## config.mk

```make
export PLATFORM = sky130hd
export DESIGN_NAME = pscc_top
export DESIGN_NICKNAME = d
export VERILOG_FILES = /design/src/hw/pscc_pkg.sv /design/src/hw/pscc_top.sv
export SDC_FILE = /design/constraint.sdc
export NUM_CORES = 1
export LEC_CHECK = 0
export BUFFER_PORTS_ARGS = -buffer_cell sky130_fd_sc_hd__buf_2
export CAP_MARGIN = 15
export CORE_ASPECT_RATIO = 0.9
export CORE_MARGIN = 5
export CORE_UTILIZATION = 43
export DETAILED_ROUTE_END_ITERATION = 8
export SLEW_MARGIN = 20
export SYNTH_ARGS = -nofsm -noshare
export SYNTH_HDL_FRONTEND = slang
export SYNTH_SLANG_ARGS = --single-unit
```

## constraint.sdc

```tcl
create_clock -name ref_clk -period 2.7 [get_ports ref_clk]
set_clock_uncertainty 0.15 [all_clocks]
set_input_delay 0.27 -clock ref_clk [delete_from_list [all_inputs] [get_ports ref_clk]]
set_output_delay 0.27 -clock ref_clk [all_outputs]
set_load 0.05 [all_outputs]
```

## src/hw/pscc_pkg.sv

```systemverilog
// Purpose: Constants for loop supervision and clock control
// Assumes: 200 MHz ref_clk, all inputs from other domains synchronised in the top
// Notes: Field layouts and analogue parts are outside this block
`default_nettype none
package pscc_pkg;
    // 200 MHz clock
    localparam int unsigned CLK_KHZ = 200000;
    // Too-low threshold
    localparam int unsigned OSC_LOW_KHZ = 300;
    // Window of internal 5 MHz clock edges for frequency check
    localparam int unsigned INT_KHZ = 5000;
    localparam int unsigned WATCH_WIN = 64;
    // Minimum crystal edges per window: 300 kHz over 64 edges of 5 MHz
    localparam int unsigned OSC_MIN_EDGES = (OSC_LOW_KHZ * WATCH_WIN + INT_KHZ - 1) / INT_KHZ;
    // Windows to pass before too-low status is valid
    localparam int unsigned WATCH_SETTLE = 2;
    // Lock detector: reference edges per window and allowed feedback miss
    localparam int unsigned LOCK_WIN = 32;
    localparam int unsigned LOCK_TOL = 2;
    localparam int unsigned LOCK_GOOD_WINS = 4;
    // Clock source select codes
    localparam logic [1:0] SRC_LOOP = 2'h0;
    localparam logic [1:0] SRC_XTAL = 2'h1;
    localparam logic [1:0] SRC_LP = 2'h2;
    // Reference source select codes
    localparam logic [1:0] REF_INT = 2'h0;
    localparam logic [1:0] REF_XTAL = 2'h1;
    // Power-on defaults
    localparam logic [3:0] FB_DIV_RST = 4'h6;
    localparam logic [1:0] OUT_DIV_RST = 2'h0;
    localparam logic [3:0] SLOW_DIV_RST = 4'h0;
    typedef enum logic [1:0] {ST_BOOT, ST_WAIT_LOCK, ST_RUN} pscc_boot_type;
endpackage : pscc_pkg
`default_nettype wire

```

## src/hw/pscc_top.sv

```systemverilog
// Purpose: Loop supervision, trap flags and clock source control
// Assumes: Pulse inputs are one ref_clk cycle wide; edges of oscillators are sampled
// Notes: Clock gating is expressed as enable levels for the clock tree
`default_nettype none
module pscc_top (
    input wire logic ref_clk,
    input wire logic arst_n,
    // Cold reset (power-on class); warm resets are not wired here
    input wire logic cold_rst_n,
    // Sampled oscillator edges from outside the domain
    input wire logic int_osc_in,
    input wire logic xtal_osc_in,
    input wire logic fb_clk_in,
    // Software control
    input wire logic wr_en,
    input wire logic wr_bypass,
    input wire logic wr_bypass_val,
    input wire logic wr_feedback,
    input wire logic [3:0] wr_feedback_val,
    input wire logic wr_ref_src,
    input wire logic [1:0] wr_ref_src_val,
    input wire logic wr_range,
    input wire logic wr_range_val,
    input wire logic wr_sys_src,
    input wire logic [1:0] wr_sys_src_val,
    input wire logic wr_slow,
    input wire logic [3:0] wr_slow_val,
    input wire logic slowdown_enable,
    input wire logic osc_watch_restart,
    input wire logic lock_detect_restart,
    input wire logic osc_trap_clear,
    input wire logic loop_trap_clear,
    input wire logic osc_trap_enable,
    input wire logic loop_trap_enable,
    input wire logic wake_up,
    // Status
    output logic osc_too_low_flag,
    output logic lock_flag,
    output logic vco_bypass_select,
    output logic osc_disconnect,
    output logic freerun_active,
    output logic [3:0] feedback_divider_field,
    output logic [1:0] ref_src_sel,
    output logic vco_range_select,
    output logic [1:0] sys_clock_source_sel,
    output logic [3:0] slowdown_divider,
    output logic osc_trap_flag,
    output logic loop_trap_flag,
    output logic osc_trap,
    output logic loop_trap,
    output logic lock_detect_restart_rd,
    output logic [3:0] cpu_div_sel,
    output logic periph_clock_a_en,
    output logic periph_clock_b_en,
    output logic memory_clock_en
);
    // ***********************************
    // Synchronisers
    // ***********************************
    logic [2:0] sync1_q;
    logic [2:0] sync2_q;
    always_ff @(posedge ref_clk or negedge arst_n) begin
        if (!arst_n) begin
            sync1_q <= 3'h0;
            sync2_q <= 3'h0;
        end else begin
            sync1_q <= {fb_clk_in, xtal_osc_in, int_osc_in};
            sync2_q <= sync1_q;
        end
    end

    // ***********************************
    // State
    // ***********************************
    typedef struct packed {
        logic [2:0] last;
        logic [6:0] win_cnt;
        logic [6:0] xtal_cnt;
        logic [1:0] settle;
        logic too_low;
        logic [5:0] ref_cnt;
        logic [6:0] fb_cnt;
        logic [2:0] good_wins;
        logic lock;
        logic lock_seen;
        logic bypass;
        logic disc;
        logic [3:0] fb_div;
        logic [1:0] ref_src;
        logic range;
        logic [1:0] sys_src;
        logic [3:0] slow_div;
        logic osc_flag;
        logic loop_flag;
        logic osc_pend;
        logic loop_pend;
        logic waking;
        logic periph_a;
        pscc_pkg::pscc_boot_type boot;
    } pscc_state_type;

    pscc_state_type s_q;
    pscc_state_type s_d;

    function automatic logic rise(input logic cur, input logic prev);
        rise = cur & ~prev;
    endfunction : rise

    logic int_edge;
    logic xtal_edge;
    logic fb_edge;
    logic on_sys;
    logic osc_event;
    logic lock_loss;
    logic osc_case;

    always_comb begin
        s_d = s_q;
        s_d.last = sync2_q;
        int_edge = rise(sync2_q[0], s_q.last[0]);
        xtal_edge = rise(sync2_q[1], s_q.last[1]);
        fb_edge = rise(sync2_q[2], s_q.last[2]);
        on_sys = (s_q.sys_src == pscc_pkg::SRC_LOOP);
        osc_event = 1'b0;
        lock_loss = 1'b0;

        // Oscillator watchdog, timed by internal oscillator
        if (xtal_edge && s_q.xtal_cnt != 7'h7F) begin
            s_d.xtal_cnt = s_q.xtal_cnt + 7'h01;
        end
        if (int_edge) begin
            if (s_q.win_cnt == 7'(pscc_pkg::WATCH_WIN - 1)) begin
                s_d.win_cnt = 7'h00;
                s_d.xtal_cnt = 7'h00;
                if (s_q.settle != 2'(pscc_pkg::WATCH_SETTLE)) begin
                    s_d.settle = s_q.settle + 2'h1;
                end else begin
                    s_d.too_low = (s_q.xtal_cnt < 7'(pscc_pkg::OSC_MIN_EDGES));
                    osc_event = ~s_q.too_low & s_d.too_low;
                end
            end else begin
                s_d.win_cnt = s_q.win_cnt + 7'h01;
            end
        end
        if (osc_watch_restart) begin
            // Too-low held set until detection is valid again
            s_d.too_low = 1'b1;
            s_d.settle = 2'h0;
            s_d.win_cnt = 7'h00;
            s_d.xtal_cnt = 7'h00;
        end

        // Lock detector: feedback edges counted per reference window
        if (fb_edge && s_q.fb_cnt != 7'h7F) begin
            s_d.fb_cnt = s_q.fb_cnt + 7'h01;
        end
        if (s_q.ref_src == pscc_pkg::REF_XTAL ? xtal_edge : int_edge) begin
            if (s_q.ref_cnt == 6'(pscc_pkg::LOCK_WIN - 1)) begin
                s_d.ref_cnt = 6'h00;
                s_d.fb_cnt = 7'h00;
                if (s_q.fb_cnt + 7'(pscc_pkg::LOCK_TOL) < 7'(pscc_pkg::LOCK_WIN)
                    || s_q.fb_cnt > 7'(pscc_pkg::LOCK_WIN + pscc_pkg::LOCK_TOL)) begin
                    s_d.good_wins = 3'h0;
                    s_d.lock = 1'b0;
                    lock_loss = s_q.lock;
                end else if (s_q.good_wins != 3'(pscc_pkg::LOCK_GOOD_WINS)) begin
                    s_d.good_wins = s_q.good_wins + 3'h1;
                end else begin
                    s_d.lock = 1'b1;
                    s_d.lock_seen = 1'b1;
                end
            end else begin
                s_d.ref_cnt = s_q.ref_cnt + 6'h01;
            end
        end
        if (lock_detect_restart) begin
            s_d.lock = 1'b0;
            s_d.good_wins = 3'h0;
            s_d.ref_cnt = 6'h00;
            s_d.fb_cnt = 7'h00;
        end

        // Software configuration writes
        if (wr_en && wr_bypass) begin
            s_d.bypass = wr_bypass_val;
            if (wr_bypass_val) begin
                s_d.disc = 1'b0;
            end
        end
        if (wr_en && wr_feedback) begin
            s_d.fb_div = wr_feedback_val;
        end
        if (wr_en && wr_ref_src) begin
            s_d.ref_src = wr_ref_src_val;
        end
        if (wr_en && wr_range) begin
            s_d.range = wr_range_val;
        end
        if (wr_en && wr_slow) begin
            s_d.slow_div = wr_slow_val;
        end
        if (wr_en && wr_sys_src) begin
            s_d.sys_src = wr_sys_src_val;
        end

        // Trap flags; set wins over clear
        osc_case = (s_q.bypass && s_q.ref_src == pscc_pkg::REF_XTAL && on_sys)
            || s_q.sys_src == pscc_pkg::SRC_XTAL;
        if (osc_trap_clear) begin
            s_d.osc_flag = 1'b0;
        end
        if (osc_event && osc_case) begin
            s_d.osc_flag = 1'b1;
        end
        if (loop_trap_clear) begin
            s_d.loop_flag = 1'b0;
        end
        if (lock_loss && on_sys && !s_q.bypass && s_q.lock_seen) begin
            s_d.loop_flag = 1'b1;
        end
        // In bypass: lock flag clear only, done above; off system path, lock loss still forces freerun below
        s_d.osc_pend = osc_event && osc_case && osc_trap_enable;
        s_d.loop_pend = lock_loss && on_sys && !s_q.bypass && s_q.lock_seen && loop_trap_enable;

        // Forced freerunning
        if ((osc_event && s_q.bypass && s_q.ref_src == pscc_pkg::REF_XTAL)
            || (lock_loss && !s_q.bypass)) begin
            s_d.disc = 1'b1;
            s_d.bypass = 1'b0;
            if (s_q.sys_src == pscc_pkg::SRC_XTAL) begin
                s_d.sys_src = pscc_pkg::SRC_LOOP;
            end
        end

        // Startup source control
        unique case (s_q.boot)
            pscc_pkg::ST_BOOT: begin
                s_d.sys_src = pscc_pkg::SRC_LP;
                s_d.boot = pscc_pkg::ST_WAIT_LOCK;
            end
            pscc_pkg::ST_WAIT_LOCK: begin
                if (s_q.lock) begin
                    s_d.sys_src = pscc_pkg::SRC_LOOP;
                    s_d.disc = 1'b0;
                    s_d.boot = pscc_pkg::ST_RUN;
                end else begin
                    s_d.sys_src = pscc_pkg::SRC_LP;
                end
            end
            pscc_pkg::ST_RUN: begin
            end
        endcase

        // Wake-up restore
        if (wake_up) begin
            s_d.waking = 1'b1;
            s_d.periph_a = 1'b0;
        end else if (s_q.waking && s_q.lock) begin
            s_d.waking = 1'b0;
            s_d.periph_a = 1'b1;
        end
    end

    always_ff @(posedge ref_clk or negedge arst_n) begin
        if (!arst_n) begin
            s_q <= '0;
            s_q.too_low <= 1'b1;
            s_q.disc <= 1'b1;
            s_q.fb_div <= pscc_pkg::FB_DIV_RST;
            s_q.ref_src <= pscc_pkg::REF_INT;
            s_q.sys_src <= pscc_pkg::SRC_LP;
            s_q.slow_div <= pscc_pkg::SLOW_DIV_RST;
            s_q.periph_a <= 1'b1;
            s_q.boot <= pscc_pkg::ST_BOOT;
        end else if (!cold_rst_n) begin
            // Only cold resets restart boot; warm resets never reach here
            s_q.boot <= pscc_pkg::ST_BOOT;
            s_q.sys_src <= pscc_pkg::SRC_LP;
        end else begin
            s_q <= s_d;
        end
    end

    // ***********************************
    // Outputs
    // ***********************************
    assign osc_too_low_flag = s_q.too_low;
    assign lock_flag = s_q.lock;
    assign vco_bypass_select = s_q.bypass;
    assign osc_disconnect = s_q.disc;
    assign freerun_active = !s_q.bypass && (s_q.disc || !s_q.lock);
    assign feedback_divider_field = s_q.fb_div;
    assign ref_src_sel = s_q.ref_src;
    assign vco_range_select = s_q.range;
    assign sys_clock_source_sel = s_q.sys_src;
    assign slowdown_divider = s_q.slow_div;
    assign osc_trap_flag = s_q.osc_flag;
    assign loop_trap_flag = s_q.loop_flag;
    assign osc_trap = s_q.osc_pend;
    assign loop_trap = s_q.loop_pend;
    assign lock_detect_restart_rd = 1'b0;
    assign cpu_div_sel = slowdown_enable ? s_q.slow_div : 4'h0;
    assign periph_clock_b_en = 1'b1;
    assign memory_clock_en = 1'b1;
    assign periph_clock_a_en = s_q.periph_a;
endmodule : pscc_top
`default_nettype wire

```

==> impl_metrics.env, run 1 <==
export IMPL_clk_pin_slew_worst_paths_ns=0.07
export IMPL_grt_max_degree=43
export IMPL_cts_hold_fix_buffers=13
export IMPL_finalSetupViolations=0
export IMPL_cts_tree="yes"
export IMPL_total_power_w=0.002372
export IMPL_dr_total_vias=2576
export IMPL_tightest_slew_ns=0.6791
export IMPL_synth_top_cell_by_area="dfrtp_1"
export IMPL_io_buffers=61
export IMPL_mostFrequentLayoutCells="61 x dfrtp_1, 61 x buf_2, 32 x nor2_1"
export IMPL_die_y_um=94.83
export IMPL_postCtsSetupBuffers=0
export IMPL_ant_nets=0
export IMPL_hold_viol_final=0
export IMPL_wirelength_mm=7.346
export IMPL_yosysTopAreaCellShare=0.4440
export IMPL_rsz0062_at_grt="no"
export IMPL_io_pins=65
export IMPL_synth_area_leaders="dfrtp_1 44%, mux2_2 5.2%, dfstp_2 4.6%"
export IMPL_syn_inst=326
export IMPL_power_leakage_nw=1.845
export IMPL_finalMaxSlewViolations=0
export IMPL_cp_start_kind="flip-flop"
export IMPL_ir_drop_mv=0.4361
export IMPL_synth_main_ff_cell="dfrtp_1"
export IMPL_avgSynthCellArea_sq_um=10.55
export IMPL_drc=0
export IMPL_multiInputGateArea_sq_um=1559
export IMPL_dr_pass1_iters=4
export IMPL_start_util=0.4345
export IMPL_seq_area_frac_synth=0.4898
export IMPL_synth_edf_count=0
export IMPL_netlist_area_sq_um=3438
export IMPL_seqCellArea_sq_um=1684
export IMPL_fin_crit_sh=0.7685
export IMPL_drt_iter0_drc=155
export IMPL_rows=31
export IMPL_hpwlAfterDp_mm=5.332
export IMPL_area_delta_synth_final_pct=17.65
export IMPL_cts_made_buffers=9
export IMPL_criticalPathCategory="flip-flop to flip-flop"
export IMPL_fin_setup_tns_ns=0
export IMPL_drive_above_1_share=0.2854
export IMPL_fmax_ghz=0.4819
export IMPL_grt_overflow_total=0
export IMPL_rrSetupSlack_ns=0.63
export IMPL_grt_pass1_wl_mm=12.43
export IMPL_htreeDepth=3
export IMPL_routabilityCongestion=0.7917
export IMPL_cts_root_buf="clkbuf_8"
export IMPL_die_w_um=104.3
export IMPL_synthArstFlopShare=1.000
export IMPL_nNetsFinal=433
export IMPL_yosys_warnings=0
export IMPL_viasPerCell=5.204
export IMPL_power_density_nw_per_um2=586.3
export IMPL_maxSlewHeadroom=0.5434
export IMPL_cts_sinks=67
export IMPL_maxCapViolCount=0
export IMPL_antenna_found_initial=0
export IMPL_globalRouteTotalUtil=0.1560
export IMPL_worstPathRequired_ns=2.82
export IMPL_die_area_sq_um=9887
export IMPL_hold_path_class="input pin to flip-flop"
export IMPL_clockBufferDepth=2
export IMPL_grt_pass1_vias=2547
export IMPL_timing_final_crit_period_ns=2.075
export IMPL_setup_worst_path_end_class="flip-flop"
export IMPL_fillers=763
export IMPL_fin_hold_ws_ns=0.01947
export IMPL_wl_per_cell_um=14.84
export IMPL_clk_latency_ns=0.33
export IMPL_arrival_ns=2.20
export IMPL_n_antenna_cell=0
export IMPL_core_sq_um=7913
export IMPL_cts_resized_gates=0
export IMPL_synth_distinct_cells=61
export IMPL_synth_seq_cells=67
export IMPL_status="complete, no violations"
export IMPL_fin_util=0.5112
export IMPL_cp_max_fo=9
critical path, stage by stage, from the launching register on:
cell,delay [ns]
dfrtp_1,0.41
ha_1,0.21
nand2_1,0.11
or3_4,0.39
nor3_2,0.18
or2_1,0.36
a22o_1,0.21
cell families (layout without fill, tap and decap cells):
family,after synthesis,in the layout,synth area share
AND/OR/NAND/NOR,121,121,0.1896
buffers and inverters,34,103,0.05786
flip-flops,67,67,0.4898
adder cells (fa/ha/maj),7,7,0.02547
AO/OA/AOI/OAI,58,58,0.1234
other,2,3,0.002184
multiplexers,22,22,0.07351
XOR/XNOR,15,15,0.03821
cell type report:
| class | count | share of cell area |
|---|---|---|
| tap | 99 | 0.03062 |
| multi-input combinational | 226 | 0.3854 |
| clock buffer | 10 | 0.03155 |
| inverter | 10 | 0.009279 |
| timing repair buffer | 77 | 0.1163 |
| sequential | 67 | 0.4163 |
| clock inverter | 6 | 0.01052 |
Yosys cell counts, drive strengths merged (7+ instances only):
| cell | n |
|---|---|
| buf | 19 |
| dfrtp | 61 |
| xor2 | 10 |
| nand3 | 14 |
| nand2 | 26 |
| o21ai | 9 |
| ha | 7 |
| mux2 | 16 |
| a21oi | 12 |
| nor3 | 9 |
| nor2 | 33 |
| inv | 10 |
worst paths after layout:
check | endpoint | from | cells past startpoint
max in group asynchronous | osc_disconnect | arst_n | 3
hold reg to reg | sync2_q[2] | sync1_q[2] | 0
min in group asynchronous | s_q[56] | arst_n | 2
hold / removal | osc_trap | osc_trap_enable | 3
setup reg to reg | lock_flag | s_q[35] | 6
setup / recovery | lock_flag | s_q[35] | 6
layer usage:
metal | track usage | part of all wire
met3 | 0.04921 | 0.067
met2 | 0.2484 | 0.46
met1 | 0.2058 | 0.47
met5 | 0 | 0
met4 | 0.04531 | 0.0048
per-stage QoR:
| step | worst slack (ns) | instances | instance area (sq um) |
|---|---|---|---|
| 6_report | 0.6250 | 495 | 4045 |
| 3_3_place_gp | 0.6912 | 466 | 3745 |
| 5_1_grt | 0.4653 | 495 | 4045 |
| 4_1_cts | 0.6402 | 495 | 4045 |
| 2_1_floorplan | 0.7402 | 327 | 3442 |
| 3_5_place_dp | 0.6550 | 466 | 3745 |
sequential cells by signal, indices dropped and copies added (netlist names):
register / flops
s_q: 39
feedback_divider_field: 4
osc_too_low_flag: 1
slowdown_divider: 4
vco_range_select: 1
osc_disconnect: 1
osc_trap: 1
sync1_q: 3
sync2_q: 3
loop_trap: 1
vco_bypass_select: 1
sys_clock_source_sel: 2
ref_src_sel: 2
periph_clock_a_en: 1
osc_trap_flag: 1
loop_trap_flag: 1
lock_flag: 1
power breakdown:
group          total, W  switching [W]  internal (W)
Sequential      0.00115      0.0000688       0.00109
Clock          0.000723       0.000390      0.000333
Combinational  0.000494       0.000327      0.000167
Total           0.00237       0.000785       0.00159
(Power assumes the default switching activity.)
==> run 2: changes to the inputs <==
ABC_AREA = 1   (was default)
clock period = 2.05 ns   (was 2.7 ns; I/O delays follow)
==> run 2 against run 1 <==
Die area rose by 1.9%. Register-to-register slack got worse by 0.39 ns. Wire length rose by 3.3%. Critical endpoint is now s_q[39]. Count of clock-buffer cells in the layout rose by 1. Setup slack got worse by 0.39 ns. Sequential power rose by 32%. Non-clock buffer count rose by 7. Critical path type unchanged. Largest power group unchanged. Utilization rose by 2.2 points. Synthesized cell count rose by 30%.
==> impl_metrics.env, run 2 <==
export IMPL_synth_common_cells="85 x nand2_1, 61 x dfrtp_1, 54 x inv_1"
export IMPL_crit_path_frequent_cell="nand2_1"
export IMPL_yosysTopAreaCellShare=0.4346
export IMPL_htreeDepth=3
export IMPL_clk_latency_ns=0.34
export IMPL_wl_per_cell_um=12.55
export IMPL_fillers=764
export IMPL_routabilityCongestion=0.8581
export IMPL_power_density_nw_per_um2=779.6
export IMPL_criticalPathCategory="flip-flop to flip-flop"
export IMPL_synth_top_cell_by_area="dfrtp_1"
export IMPL_viasPerCell=4.876
export IMPL_cts_made_buffers=9
export IMPL_total_power_w=0.003319
export IMPL_mostFrequentLayoutCells="85 x nand2_1, 61 x dfrtp_1, 61 x buf_2"
export IMPL_dr_total_vias=2950
export IMPL_cp_max_fo=9
export IMPL_finalSetupViolations=0
export IMPL_synth_main_ff_cell="dfrtp_1"
export IMPL_arrival_ns=1.89
export IMPL_fin_setup_tns_ns=0
export IMPL_slowest_delay_ns=0.41
export IMPL_setup_worst_path_end_class="flip-flop"
export IMPL_grt_max_degree=27
export IMPL_tightest_slew_ns=0.5526
export IMPL_drt_iter0_drc=176
export IMPL_grt_overflow_total=0
export IMPL_n_antenna_cell=0
export IMPL_area_delta_synth_final_pct=21.20
export IMPL_cp_start_kind="flip-flop"
export IMPL_cts_tree="yes"
export IMPL_clockBufferDepth=2
export IMPL_worstPathRequired_ns=2.13
export IMPL_cts_root_buf="clkbuf_8"
export IMPL_grt_pass1_wl_mm=12.87
export IMPL_yosys_warnings=0
export IMPL_cts_sinks=67
export IMPL_drive_above_1_share=0.2213
export IMPL_regMostFlops="s_q"
export IMPL_netlist_area_sq_um=3512
export IMPL_finalMaxSlewViolations=0
export IMPL_synthArstFlopShare=1.000
export IMPL_rsz0062_at_grt="no"
export IMPL_timing_final_crit_period_ns=1.814
export IMPL_globalRouteTotalUtil=0.1561
export IMPL_io_pins=65
export IMPL_seq_area_frac_synth=0.4795
export IMPL_ant_nets=0
export IMPL_final_common_cell="nand2_1"
export IMPL_hold_path_class="input pin to flip-flop"
export IMPL_die_w_um=105.3
export IMPL_rrSetupSlack_ns=0.24
export IMPL_synth_distinct_cells=39
export IMPL_start_util=0.4396
export IMPL_grt_pass1_vias=2844
export IMPL_synth_edf_count=0
export IMPL_die_area_sq_um=10080
export IMPL_ir_drop_mv=0.4449
export IMPL_fin_cells=605
export IMPL_maxSlewHeadroom=0.6316
export IMPL_fin_crit_sh=0.8848
export IMPL_wirelength_mm=7.590
export IMPL_fin_util=0.5327
export IMPL_postLayoutCellArea_sq_um=4257
export IMPL_crit_slowest_cell="dfrtp_1"
export IMPL_core_sq_um=7990
export IMPL_hold_viol_final=0
export IMPL_rows=31
export IMPL_cts_resized_gates=0
export IMPL_drc=0
export IMPL_syn_inst=424
export IMPL_dr_pass1_iters=4
export IMPL_power_leakage_nw=2.111
export IMPL_antenna_found_initial=0
export IMPL_post_dp_cell_area_sq_um=3862
export IMPL_largest_reg_flops=39
export IMPL_status="complete, no violations"
export IMPL_nNetsFinal=543
export IMPL_synth_area_leaders="dfrtp_1 43%, nand2_1 9.1%, inv_1 5.8%"
export IMPL_die_y_um=95.74
export IMPL_avgSynthCellArea_sq_um=8.283
export IMPL_synth_seq_cells=67
export IMPL_io_buffers=61
export IMPL_hpwlAfterDp_mm=5.702
export IMPL_fmax_ghz=0.5513
export IMPL_clk_pin_slew_worst_paths_ns=0.07
export IMPL_placed_cells=569
export IMPL_synth_most_common_cell="nand2_1"
export IMPL_path_cells="inv_1, nand2_1, nand2_2, nand2_1, a21oi_4, mux2_2"
export IMPL_maxCapViolCount=0
[run 2: cell count changes after synthesis, sizes merged, moves of 12 or more]
cell   previous run  this run
nand2            26        89
inv              10        55
nand3            14        32
nor2             33        51
o21ai             9        26
a21oi            12        24
[run 2: logic make-up (layout without fill, tap and decap cells)]
kind of cell / count (synthesis) / after routing / share of synthesized area
other: 2 / 3 / 0.002138
adder cells (fa/ha/maj): 7 / 7 / 0.02494
AO/OA/AOI/OAI: 57 / 57 / 0.09477
XOR/XNOR: 8 / 8 / 0.01995
AND/OR/NAND/NOR: 197 / 197 / 0.2483
flip-flops: 67 / 67 / 0.4795
buffers and inverters: 76 / 157 / 0.09832
multiplexers: 10 / 10 / 0.03206
[run 2: final timing paths]
kind                                start                 endpoint  depth (start not counted)
max                        ref_src_sel[1]                  s_q[39]                          6
min                            cold_rst_n                  s_q[60]                          2
max reg2reg                ref_src_sel[1]                  s_q[39]                          6
min reg2reg                    sync1_q[2]               sync2_q[2]                          0
max in group asynchronous          arst_n  sys_clock_source_sel[1]                          3
min in group asynchronous          arst_n               sync2_q[1]                          2
[run 2: what timing repair did]
action                    in CTS  in global routing
buffers inserted               0                  0
hold endpoints to repair      38                  0
hold buffers                  20                  0
[run 2: final cells by class]
type / count / area (sq um) / area share
Clock buffer: 11 / 141.4 / 0.03322
Clock inverter: 5 / 52.55 / 0.01235
Tap cell: 99 / 123.9 / 0.02910
Timing Repair Buffer: 84 / 553.0 / 0.1299
Multi-Input combinational cell: 282 / 1486 / 0.3492
Inverter: 57 / 215.2 / 0.05056
Sequential cell: 67 / 1684 / 0.3957
[run 2: where the power goes]
part	total, W	switching, W	internal (W)
Clock	0.00107	0.000485	0.000589
Combinational	0.000720	0.000505	0.000215
Sequential	0.00152	0.0000851	0.00144
Total	0.00332	0.00108	0.00224
[run 2: metrics by stage]
stage                     hold slack [ns]  setup WS, ns
final                             0.02033        0.2362
after global routing              0.04162       0.06565
after detailed placement          0.08528        0.2467
after floorplan                   -0.2406        0.1605
after CTS                         0.01430        0.2406
after global placement            0.08818        0.2639
[run 2: metal layers]
metal  share of wire  global-route usage  routed length, um
met1            0.46              0.2043               3497
met2            0.47              0.2583               3543
met3           0.065             0.05164                496
met4          0.0070             0.02556                 53
met5               0                   0                  0
[run 2: worst max-delay path, delay by kind of cell, from the launching register on]
kind	cells	cell delay (ns)
flip-flops	1	0.41
buffers and inverters	1	0.08
multiplexers	1	0.36
AND/OR/NAND/NOR	3	0.41
AO/OA/AOI/OAI	1	0.28
==> run 3: changes to the inputs <==
RECOVER_POWER = 50   (was default)
SLEW_MARGIN = default   (was 20)
==> run 3 against run 2 <==
Total power about the same. Sequential cell count unchanged. Die area unchanged. Non-clock buffer count unchanged. Combinational power about the same. Via count unchanged.
==> impl_metrics.env, run 3 (same netlist as run 2, synthesis figures left out) <==
export IMPL_p_sw_w=0.001075
export IMPL_maxSlewHeadroom=0.1174
export IMPL_grt_pass1_wl_mm=12.87
export IMPL_p_sw_frac=0.3239
export IMPL_nNetsFinal=543
export IMPL_regMostFlops="s_q"
export IMPL_io_pins=65
export IMPL_cp_max_fo=9
export IMPL_power_leakage_nw=2.106
export IMPL_wirelength_mm=7.587
export IMPL_finalMaxSlewViolations=0
export IMPL_htreeDepth=3
export IMPL_arrival_ns=1.89
export IMPL_clk_pin_slew_worst_paths_ns=0.07
export IMPL_viasPerCell=4.876
export IMPL_postLayoutCellArea_sq_um=4254
export IMPL_start_util=0.4396
export IMPL_cts_tree="yes"
export IMPL_met2_usage=0.2583
export IMPL_hpwlAfterDp_mm=5.702
export IMPL_cts_root_buf="clkbuf_8"
export IMPL_grt_overflow_total=0
export IMPL_ir_drop_mv=0.4449
export IMPL_core_sq_um=7990
export IMPL_fin_setup_tns_ns=0
export IMPL_criticalPathCategory="flip-flop to flip-flop"
export IMPL_grt_pass1_vias=2844
export IMPL_critical_path_top_delay_family="simple AND/OR/NAND/NOR gates"
export IMPL_slowest_delay_ns=0.41
export IMPL_power_share_clock=0.324
export IMPL_worstPathRequired_ns=2.13
export IMPL_clk_latency_ns=0.34
export IMPL_post_dp_cell_area_sq_um=3862
export IMPL_largest_reg_flops=39
export IMPL_hold_viol_final=0
export IMPL_total_power_w=0.003317
export IMPL_wl_per_cell_um=12.54
export IMPL_path_cells="inv_1, nand2_1, nand2_2, nand2_1, a21oi_4, mux2_2"
export IMPL_antenna_found_initial=0
export IMPL_setup_worst_path_end_class="flip-flop"
export IMPL_grt_max_degree=27
export IMPL_grtUsageMet1=0.2043
export IMPL_grtUsageMet3=0.05164
export IMPL_multiInputGateArea_sq_um=1486
export IMPL_seqCellArea_sq_um=1684
export IMPL_die_y_um=95.74
export IMPL_crit_path_frequent_cell="nand2_1"
export IMPL_drive_above_1_share=0.2174
export IMPL_rows=31
export IMPL_globalRouteTotalUtil=0.1561
export IMPL_power_density_nw_per_um2=779.8
export IMPL_crit_buf_inv=1
export IMPL_startpoint="ref_src_sel[1]"
export IMPL_finalSetupViolations=0
export IMPL_cp_start_kind="flip-flop"
export IMPL_final_common_cell="nand2_1"
export IMPL_min_delay_start="wr_range"
export IMPL_io_buffers=61
export IMPL_comb_power_share=0.217
export IMPL_hold_path_class="input pin to flip-flop"
export IMPL_drc=0
export IMPL_die_w_um=105.3
export IMPL_routabilityCongestion=0.8581
export IMPL_dr_total_vias=2950
export IMPL_cts_resized_gates=0
export IMPL_cts_made_buffers=9
export IMPL_timing_final_crit_period_ns=1.813
export IMPL_cts_sinks=67
export IMPL_r2r_start="ref_src_sel[1]"
export IMPL_drt_iter0_drc=174
export IMPL_clockBufferDepth=2
export IMPL_rsz0062_at_grt="no"
export IMPL_n_antenna_cell=0
export IMPL_status="complete, no violations"
export IMPL_dr_pass1_iters=4
export IMPL_die_area_sq_um=10080
export IMPL_p_int_w=0.002243
export IMPL_fillers=766
export IMPL_fin_crit_sh=0.8842
export IMPL_fmax_ghz=0.5517
export IMPL_ant_nets=0
export IMPL_area_delta_synth_final_pct=21.13
export IMPL_top_usage_layer="met2"
export IMPL_mostFrequentLayoutCells="85 x nand2_1, 61 x dfrtp_1, 59 x buf_2"
export IMPL_crit_slowest_cell="dfrtp_1"
export IMPL_power_frac_seq=0.459
export IMPL_tightest_slew_ns=1.324
export IMPL_maxCapViolCount=0
-- run 3: cell count changes in the layout (fill, tap and decap cells not counted) --
cell	previous run	this run
buf_2	61	59
clkbuf_1	1	3
-- run 3: path summary, 6_finish.rpt --
check	to	slack [ns]	cells after the start
max	s_q[39]	0.24	6
min	vco_range_select	0.06	3
max reg2reg	s_q[39]	0.24	6
min reg2reg	sync2_q[2]	0.20	0
max in group asynchronous	sys_clock_source_sel[1]	0.36	3
min in group asynchronous	sync2_q[1]	0.54	2
-- run 3: layout make-up --
type,instances,area share
repair buffers,84,0.1294
inverters,57,0.05059
clock buffers,11,0.03324
flip-flops and latches,67,0.3959
multi-input cells,282,0.3494
clock inverters,5,0.01235
well taps,99,0.02912
-- run 3: through the flow --
step | instances | hold WS (ns) | util | setup slack (ns)
6_report | 605 | 0.05652 | 0.5324 | 0.2374
5_1_grt | 605 | 0.04162 | 0.5324 | 0.06562
4_1_cts | 605 | 0.01430 | 0.5327 | 0.2406
3_5_place_dp | 569 | 0.08528 | 0.4834 | 0.2467
3_3_place_gp | 569 | 0.08818 | 0.4834 | 0.2639
2_1_floorplan | 425 | -0.2406 | - | 0.1605
-- run 3: what timing repair did --
item / 4_1_cts / 5_1_grt
hold buffers: 20 / 0
buffers inserted: 0 / 0
endpoints found under the hold margin: 38 / 0
-- run 3: worst reg2reg max path: cells and delay by family, from the launching register on --
family,cells,cell delay (ns)
and+or+nand+nor,3,0.41
DFF,1,0.41
buffers and inverters,1,0.08
muxes,1,0.36
AOI/OAI and AO/OA,1,0.28
-- run 3: power groups by stage --
stage | registers [W] | logic [W] | clock network, W
after floorplan | 0.00159 | 0.000502 | 0
after global placement | 0.00154 | 0.000696 | 0
after detailed placement | 0.00155 | 0.000701 | 0
after CTS | 0.00152 | 0.000730 | 0.00112
after global routing | 0.00154 | 0.000786 | 0.00117
final | 0.00152 | 0.000720 | 0.00107
-- run 3: metal layers --
metal | vias to the layer above | part of all wire
li1 | 1511 | -
met1 | 1357 | 0.46
met2 | 74 | 0.47
met3 | 8 | 0.065
met4 | 0 | 0.0070
met5 | - | 0
